$ cat src/hw/afc_pkg.sv
// package: constants and carriers for the fifo host controller
package afc_pkg;
	// ----------------------------------------
	// timing figures, derived cycle counts and word format
	// ----------------------------------------
	localparam int CLK_PERIOD_NS = 100; // system clock period
	localparam int CLEAR_PULSE_WIDTH_NS = 400; // least master clear low time
	localparam int CLEAR_CYCLES = (CLEAR_PULSE_WIDTH_NS + CLK_PERIOD_NS - 1) / CLK_PERIOD_NS;
	localparam int OVERLAP_NS = 100; // least overlap, standard grade
	localparam int OVERLAP_CYCLES = (OVERLAP_NS + CLK_PERIOD_NS - 1) / CLK_PERIOD_NS;
	localparam int FALL_THROUGH_TIME_US = 32; // standard grade fall-through
	localparam int FALL_THROUGH_CYCLES = FALL_THROUGH_TIME_US * 1000 / CLK_PERIOD_NS;
	localparam int WORD_W = 4; // word width
	localparam logic [WORD_W-1:0] WORD_RESET = 4'h0; // reset value of held words

	// ----------------------------------------
	// handshake phases
	// ----------------------------------------
	typedef enum logic [2:0] {
		AFC_CLEAR = 3'b000,
		AFC_IDLE = 3'b001,
		AFC_HIGH = 3'b010,
		AFC_WAITLOW = 3'b011,
		AFC_LOW = 3'b100
	} afc_phase_t;

	// a word offered to or returned from the host
	typedef struct packed {
		logic valid;
		logic [WORD_W-1:0] data;
	} afc_word_t;
endpackage : afc_pkg

$ cat src/hw/afc_host.sv
// module: host controller that drives the self-timed fifo through its pins
`timescale 1ns/100ps
module afc_host #(
	parameter int FALL_CYCLES = afc_pkg::FALL_THROUGH_CYCLES
) (
	// clock and reset
	input wire logic clk,
	input wire logic sys_rst,
	// user write side
	input wire afc_pkg::afc_word_t wrReq,
	output logic wrReady,
	// user read side
	output afc_pkg::afc_word_t rdWord,
	// status
	output logic fifoFull,
	output logic fifoEmpty,
	// device pins
	output logic master_clear_n,
	output logic shiftIn,
	output logic [afc_pkg::WORD_W-1:0] word_in,
	input wire logic input_ready,
	output logic shiftOut,
	input wire logic output_ready,
	input wire logic [afc_pkg::WORD_W-1:0] word_out
);
	// ----------------------------------------
	// pin synchronisers
	// ----------------------------------------
	logic [2:0] inRdySync; // input ready chain
	logic [2:0] orSync; // output ready chain
	logic inRdyLvl; // filtered input ready
	logic orLvl; // filtered output ready
	logic [afc_pkg::WORD_W-1:0] qSync1; // data first stage
	logic [afc_pkg::WORD_W-1:0] qSync2; // data second stage

	// three flops; a change counts once stages two and three agree
	always_ff @(posedge clk) begin
		if (sys_rst) begin
			inRdySync <= 3'h0;
			orSync <= 3'h0;
			inRdyLvl <= 1'b0;
			orLvl <= 1'b0;
			qSync1 <= afc_pkg::WORD_RESET;
			qSync2 <= afc_pkg::WORD_RESET;
		end else begin
			inRdySync <= {inRdySync[1:0], input_ready};
			orSync <= {orSync[1:0], output_ready};
			qSync1 <= word_out;
			qSync2 <= qSync1;
			if (inRdySync[1] == inRdySync[2]) begin
				inRdyLvl <= inRdySync[2];
			end
			if (orSync[1] == orSync[2]) begin
				orLvl <= orSync[2];
			end
		end
	end

	// ----------------------------------------
	// master clear pulse
	// ----------------------------------------
	logic [7:0] clrCnt; // cycles left of clear
	logic clearing; // clear still in progress

	// hold the clear low long enough, shift strobes low meanwhile
	always_ff @(posedge clk) begin
		if (sys_rst) begin
			clrCnt <= 8'(afc_pkg::CLEAR_CYCLES + 1);
			master_clear_n <= 1'b0;
			clearing <= 1'b1;
		end else if (clrCnt != 8'h0) begin
			clrCnt <= clrCnt - 8'h1;
			master_clear_n <= (clrCnt == 8'h1);
		end else begin
			master_clear_n <= 1'b1;
			clearing <= 1'b0;
		end
	end

	// ----------------------------------------
	// input handshake
	// ----------------------------------------
	afc_pkg::afc_phase_t inPhase; // write side phase
	logic [7:0] inCnt; // overlap counter
	logic [15:0] inRdyLowCnt; // time input ready low

	// load word, raise shift-in, wait for ready low, then hold both low
	always_ff @(posedge clk) begin
		if (sys_rst || clearing) begin
			inPhase <= afc_pkg::AFC_CLEAR;
			shiftIn <= 1'b0;
			word_in <= afc_pkg::WORD_RESET;
			wrReady <= 1'b0;
			inCnt <= 8'h0;
		end else begin
			case (inPhase)
				afc_pkg::AFC_CLEAR: begin
					inPhase <= afc_pkg::AFC_IDLE;
					wrReady <= 1'b1;
				end
				afc_pkg::AFC_IDLE: begin
					if (wrReq.valid && wrReady) begin
						word_in <= wrReq.data;
						wrReady <= 1'b0;
						inPhase <= afc_pkg::AFC_WAITLOW;
					end
				end
				afc_pkg::AFC_WAITLOW: begin
					// raise shift-in once the device is ready
					if (inRdyLvl && !shiftIn) begin
						shiftIn <= 1'b1;
						inCnt <= 8'h0;
						inPhase <= afc_pkg::AFC_HIGH;
					end
				end
				afc_pkg::AFC_HIGH: begin
					// keep shift-in high for the overlap, then until ready falls
					if (inCnt < 8'(afc_pkg::OVERLAP_CYCLES)) begin
						inCnt <= inCnt + 8'h1;
					end else if (!inRdyLvl) begin
						shiftIn <= 1'b0;
						inCnt <= 8'h0;
						inPhase <= afc_pkg::AFC_LOW;
					end
				end
				afc_pkg::AFC_LOW: begin
					// both low for the overlap; data may change now
					if (inCnt < 8'(afc_pkg::OVERLAP_CYCLES)) begin
						inCnt <= inCnt + 8'h1;
					end else begin
						wrReady <= 1'b1;
						inPhase <= afc_pkg::AFC_IDLE;
					end
				end
				default: begin
					inPhase <= afc_pkg::AFC_IDLE;
				end
			endcase
		end
	end

	// ----------------------------------------
	// output handshake
	// ----------------------------------------
	afc_pkg::afc_phase_t outPhase; // read side phase
	logic [7:0] outCnt; // overlap counter
	logic [15:0] orLowCnt; // time output ready low

	// capture word while ready high, strobe shift-out, wait both low
	always_ff @(posedge clk) begin
		if (sys_rst || clearing) begin
			outPhase <= afc_pkg::AFC_IDLE;
			shiftOut <= 1'b0;
			rdWord <= '0;
			outCnt <= 8'h0;
		end else begin
			rdWord.valid <= 1'b0;
			case (outPhase)
				afc_pkg::AFC_IDLE: begin
					if (orLvl) begin
						rdWord.data <= qSync2;
						rdWord.valid <= 1'b1;
						shiftOut <= 1'b1;
						outCnt <= 8'h0;
						outPhase <= afc_pkg::AFC_HIGH;
					end
				end
				afc_pkg::AFC_HIGH: begin
					if (outCnt < 8'(afc_pkg::OVERLAP_CYCLES)) begin
						outCnt <= outCnt + 8'h1;
					end else if (!orLvl) begin
						shiftOut <= 1'b0;
						outCnt <= 8'h0;
						outPhase <= afc_pkg::AFC_LOW;
					end
				end
				afc_pkg::AFC_LOW: begin
					if (outCnt < 8'(afc_pkg::OVERLAP_CYCLES)) begin
						outCnt <= outCnt + 8'h1;
					end else begin
						outPhase <= afc_pkg::AFC_IDLE;
					end
				end
				default: begin
					outPhase <= afc_pkg::AFC_IDLE;
				end
			endcase
		end
	end

	// ----------------------------------------
	// full and empty status
	// ----------------------------------------
	// ready low past the fall-through time reads as full or empty
	always_ff @(posedge clk) begin
		if (sys_rst || clearing) begin
			inRdyLowCnt <= 16'h0;
			orLowCnt <= 16'h0;
			fifoFull <= 1'b0;
			fifoEmpty <= 1'b0;
		end else begin
			if (inRdyLvl) begin
				inRdyLowCnt <= 16'h0;
			end else if (inRdyLowCnt < 16'(FALL_CYCLES)) begin
				inRdyLowCnt <= inRdyLowCnt + 16'h1;
			end
			if (orLvl) begin
				orLowCnt <= 16'h0;
			end else if (orLowCnt < 16'(FALL_CYCLES)) begin
				orLowCnt <= orLowCnt + 16'h1;
			end
			fifoFull <= !inRdyLvl && (inRdyLowCnt >= 16'(FALL_CYCLES));
			fifoEmpty <= !orLvl && (orLowCnt >= 16'(FALL_CYCLES));
		end
	end
endmodule : afc_host

$ cat config.mk
export PLATFORM = sky130hd
export DESIGN_NAME = afc_host
export DESIGN_NICKNAME = d
export VERILOG_FILES = /design/src/hw/afc_pkg.sv /design/src/hw/afc_host.sv
export SDC_FILE = /design/constraint.sdc
export NUM_CORES = 1
export LEC_CHECK = 0
export BUFFER_PORTS_ARGS = -buffer_cell sky130_fd_sc_hd__buf_2
export CAP_MARGIN = 20
export CORE_UTILIZATION = 53
export CTS_CLUSTER_SIZE = 16
export DETAILED_ROUTE_END_ITERATION = 12
export GPL_TIMING_DRIVEN = 1
export HOLD_SLACK_MARGIN = 0.12
export PLACE_DENSITY = 0.74
export SLEW_MARGIN = 20
export SYNTH_ARGS = -nofsm -noshare
export SYNTH_HDL_FRONTEND = slang
export SYNTH_SLANG_ARGS = --single-unit
$ cat constraint.sdc
create_clock -name clk -period 2 [get_ports clk]
set_clock_uncertainty 0.15 [all_clocks]
set_input_delay 0.4 -clock clk [delete_from_list [all_inputs] [get_ports clk]]
set_output_delay 0.4 -clock clk [all_outputs]
set_load 0.02 [all_outputs]
**Yosys cells after proc, flatten, opt, wreduce, memory -nomap -nowiden**

Cells that the tools add are included.
Widths: inputs -> output; s select.

- Latch bits: 0
- Memories: 0
- Output and inout bits: 15
- Bits of input ports: 13
- Memory bits (read-only): 0
- RAM bits: 0
- Word-level logic and storage cells: 119
- Bits in registers: 94

- Mux-type cells: 34
- Div/mod/pow operators: 0
- Bitwise logic cells: 1
- Reduce and logical (&&, ||, !) cells: 27
- Shifts and indexed selects: 0
- Eq/ne operators: 23
- Multipliers: 0
- Magnitude comparators: 6
- Add/subtract/negate cells: 5

Operators with widths:

| cell | number |
|---|---|
| $mux 8 | 8 |
| $pmux 8 s3 | 2 |
| $add 16x1->16 const B | 2 |
| $ge 16x9->1 const B | 2 |
| $lt 16x9->1 const B | 2 |
| $mux 3 | 9 |
| $ne 2x2->1 const B | 11 |
| $reduce_and 4->1 | 5 |
| $add 8x1->8 const B | 2 |
| $lt 8x1->1 const B | 2 |
| $pmux 3 s4 | 1 |
| $eq 3x2->1 const B | 3 |
| $mux 1 | 9 |
| $pmux 3 s3 | 1 |
| $reduce_bool 3->1 | 3 |
| $eq 8x1->1 const B | 1 |
| $reduce_bool 8->1 | 1 |
| $sub 8x1->8 const B | 1 |
| $eq 3x1->1 const B | 2 |
| $eq 3x3->1 const B | 2 |
| $ne 3x3->1 const B | 2 |
| $reduce_or 2->1 | 3 |
| $mux 5 | 1 |
| $reduce_and 5->1 | 1 |
| 11 further kinds | 20 |

**Logic depth before layout (Yosys ltp)**

- Depth after elaboration: 4
- Depth in mapped cells: 7
- Depth with buffers taken out: 6

**Least setup slack after synthesis**

OpenSTA, ideal clock, no wires.

- Kind: flip-flop to flip-flop
- Start point: register outCnt[0]
- End point: register outPhase[0]
- Setup slack: 0.064 ns
- Period minus slack after synthesis: 1.936 ns
- Required time: 1.715 ns
- Cell stages (with the launch flop): 8
- Buffers on the path: 1
- Arrival time: 1.651 ns
- Library setup time: 0.135 ns
- Path through: dfxtp_1 inv_1 ha_1 or4b_1 buf_2 or3b_1 a21oi_1 o21ai_0

- Longest elaborated chain between the ends: 3
- Elaborated cells on any way between the ends: 4
- Classes of those cells: order compare: 1; eq/ne: 2; reduce/logical: 1

Ends and longest elaborated chain:

| what | RTL line | source |
|---|---|---|
| start, declared | afc_host.sv:146 | `logic [7:0] outCnt;` |
| start signal, assigned | afc_host.sv:170 | `outCnt <= outCnt + 8'h1;` |
| start signal, assigned | afc_host.sv:179 | `outCnt <= outCnt + 8'h1;` |
| $lt 8x1->1 (*) | afc_host.sv:169, afc_host.sv:178 |  |
| $ne 2x2->1 (no line) | n/a |  |
| $reduce_and 4->1 (no line) (*) | n/a |  |
| end signal, assigned | afc_host.sv:174 | `outPhase <= afc_pkg::AFC_LOW;` |
| end signal, assigned | afc_host.sv:181 | `outPhase <= afc_pkg::AFC_IDLE;` |
| end signal, assigned | afc_host.sv:185 | `outPhase <= afc_pkg::AFC_IDLE;` |
| end, declared | afc_host.sv:145 | `afc_pkg::afc_phase_t outPhase;` |

Every way passes the cells marked *; elsewhere a longest branch is shown, timed or not.
A chain may end at the register's enable or synchronous reset.

**Worst setup path after layout**

- Start point: register inCnt[0]
- End point: register inPhase[2]

- Longest elaborated chain between the ends: 3
- Elaborated cells on any way between the ends: 4
- Classes of those cells: order compare: 1; eq/ne: 2; reduce/logical: 1

Ends and longest elaborated chain:

| what | RTL line | source |
|---|---|---|
| start, declared | afc_host.sv:84 | `logic [7:0] inCnt;` |
| start signal, assigned | afc_host.sv:119 | `inCnt <= inCnt + 8'h1;` |
| start signal, assigned | afc_host.sv:129 | `inCnt <= inCnt + 8'h1;` |
| $lt 8x1->1 (*) | afc_host.sv:118, afc_host.sv:128 |  |
| $ne 2x2->1 (no line) | n/a |  |
| $reduce_and 5->1 (no line) (*) | n/a |  |
| end signal, assigned | afc_host.sv:123 | `inPhase <= afc_pkg::AFC_LOW;` |
| end signal, assigned | afc_host.sv:132 | `inPhase <= afc_pkg::AFC_IDLE;` |
| end signal, assigned | afc_host.sv:136 | `inPhase <= afc_pkg::AFC_IDLE;` |
| end, declared | afc_host.sv:83 | `afc_pkg::afc_phase_t inPhase;` |

Marks and branches as above.

==> metrics.txt <==
outcome completed; CTS max path bufs 2; ys flop type dfxtp_1; die area 7460 um^2; port bufs 27; I/O pin count 28; Power, Total 3.43 mW; Num CTS Buffers 9; global route overflow 0; DP Worst Slack 2.62 ps; clk sinks 94; CP arrival 2120 ps; FP Rows 30; Avg Inst Size Synth 9.53 um^2; share of cells above drive strength 1 19.3%; WHS 122 ps; Seq/Total Area, Yosys 49.9%; Starting DRT DRC Count 187; area of the core 6830 um^2; Crit path required time 2130 ps; WS Path Type register to register; max_cap viols 0; asr flop ratio synth 0%; vias in the first global route 2709; RSZ-0062 raised after global routing true; via count 2911; worst slew pin tran 569 ps; H-tree depth 3; Post-DRT Antenna Nets 0; CTS tree built; cell count after synthesis 396; yosys warns 0; Cell Area, Synth 3770 um^2; synth-to-layout area growth 17.1%; initial antenna violation count 0; Yosys top cell by area dfxtp_1; CP Max Fanout 4; Worst VDD drop 0.617 mV; period utilization 99.4%; Antenna Cells 0; Mapped Nets 419; Synth cell types 54; Initial Util 55.2%; via/cell ratio 5.32; post-route setup slack 12.6 ps; Fill cells 572; Chip Height 86.4 um; GPL Wtd Cong 0.799; ranking of synthesized cells by area dfxtp_1 (50%), mux2i_1 (4.2%), nor2_1 (4.1%); Initial DRT Pass Iterations 4; EDFF count, synth 0; clk slew on worst S/H paths 80 ps; CTS root buf clkbuf_8; Die W 86.4 um; GRT Resource Usage Total 20.3%; fmax 503 MHz; min cycle time layout 1990 ps; kind of end point of the critical path register; WL final 6980 um; FF+latch count, synth 94; largest net degree at the start of global routing 16; hpwl dp 4710 um; DR WL/cell 12.8 um; Final Hold Viols 0; post-synth top area share 49.9%; placement-stage cell area 4110 um^2; final core occ 64.7%; PwrDens 775 nW/um^2; first-pass GRT wire length 11900 um; Worst-Skew Late Latency 360 ps; final instance area 4420 um^2; NumNets Final 469; Final Setup Violations 0; Slew Limit Fails 0; Hold WC Path Type input pin to register; Slew HR 61.6%; Lkg Pwr 1.71 nW; DRC violations left 0; startpoint types register
-- critical path, stage by stage (launching register included) --
cell      delay (ps)
dfxtp_1          320
inv_1             70
ha_1             140
or4b_4           490
or4_4            520
a211oi_2         230
-- registers in the layout, indices dropped and copies added (netlist names), 3 cells and up --
name and count:
word_in 4, outCnt 8, inPhase 3, outPhase 3
clrCnt 8, qSync2 4, qSync1 4, orLowCnt 16
orSync 3, inRdySync 3, inRdyLowCnt 16, rdWord 5
inCnt 8
-- placed cells by master, fill, tap and decap left out, drive strengths merged, types with 5 or more instances in the layout --
| cell | n |
|---|---|
| and3 | 12 |
| dlygate4sd3 | 8 |
| or3 | 8 |
| nor3 | 9 |
| buf | 45 |
| dfxtp | 94 |
| and2 | 8 |
| a21oi | 24 |
| mux2i | 16 |
| or4 | 5 |
| ha | 10 |
| nand2 | 12 |
| a211oi | 6 |
| xnor2 | 9 |
| nor2 | 41 |
| clkbuf | 11 |
| o21ai | 16 |
| nor2b | 18 |
| nand3 | 16 |
| nand4 | 11 |
| inv | 18 |
-- per-layer routing --
layer / vias up / routed length (um) / part of all wire, % / track usage [%]
met5: - / 0 / 0 / 0
met4: 0 / 110 / 1.6 / 7.73
met3: 9 / 283 / 4.1 / 4.76
met2: 58 / 3310 / 47 / 34.7
met1: 1348 / 3270 / 47 / 24.8
li1: 1496 / - / - / -
-- cells in the mapped netlist (2+ instances only) --
cell type	instances
buf_2	3
a211oi_1	5
and2_1	8
inv_1	18
or3b_2	2
xor2_1	4
dfxtp_1	94
o21ai_0	14
mux2i_1	16
nand2b_1	4
nand4_1	11
nor4bb_1	2
nand2_1	12
nor2_1	41
and3_1	12
or4_1	4
or2_2	3
and4_1	2
nand3_1	16
nor4b_1	2
or3_1	8
a41oi_1	3
nor3_1	8
o31ai_1	3
clkbuf_1	11
ha_1	10
xnor2_1	9
a21oi_1	24
nand3b_1	4
nor2b_1	18
o211ai_1	2
-- repair_timing --
item | CTS | global route
gates resized for setup | 1 | 12
hold buffers | 8 | 0
endpoints found under the setup margin | 6 | 13
hold endpoints to repair | 8 | 0
pin swaps | 0 | 3
buffers inserted | 0 | 0
-- worst paths after layout --
path,from,to,slack [ps],depth (start not counted)
setup reg to reg,inCnt[0]$_SDFFE_PP0P_,inPhase[2]$_SDFFE_PP0P_,10,5
hold reg to reg,qSync1[3]$_SDFF_PP0_,qSync2[3]$_SDFF_PP0_,290,1
setup / recovery,inCnt[0]$_SDFFE_PP0P_,inPhase[2]$_SDFFE_PP0P_,10,5
hold / removal,wrReq[2],word_in[2]$_SDFFE_PP0P_,120,3
-- metrics by stage --
stage	cells	TNS, ps
floorplan	396	0
global placement	523	0
detailed placement	523	0
CTS	547	0
global route	547	-93.6
finish	547	0
-- layout make-up --
cell class / instances / area [um^2] / share of cell area (%)
Tap cell: 96 / 120 / 2.72
Clock buffer: 11 / 151 / 3.43
Sequential cell: 94 / 1880 / 42.6
Clock inverter: 5 / 33.8 / 0.764
Timing Repair Buffer: 53 / 350 / 7.93
Inverter: 18 / 67.6 / 1.53
Multi-Input combinational cell: 270 / 1810 / 41.0
-- cell families after synthesis --
| kind of cell | count (synthesis) | synth area share [%] |
|---|---|---|
| and+or+nand+nor | 165 | 25.1 |
| DFF | 94 | 49.9 |
| AOI/OAI and AO/OA | 66 | 11.2 |
| buffers and inverters | 32 | 3.28 |
| muxes | 16 | 4.24 |
| xor gates and xnor gates | 13 | 3.02 |
| adders and majority gates | 10 | 3.32 |
-- power by group --
part	internal [mW]	switching [mW]
sequential	1.93	0.0507
clock	0.517	0.647
combinational	0.124	0.154
total	2.58	0.852
No activity file was read; power rests on OpenSTA's default activity.
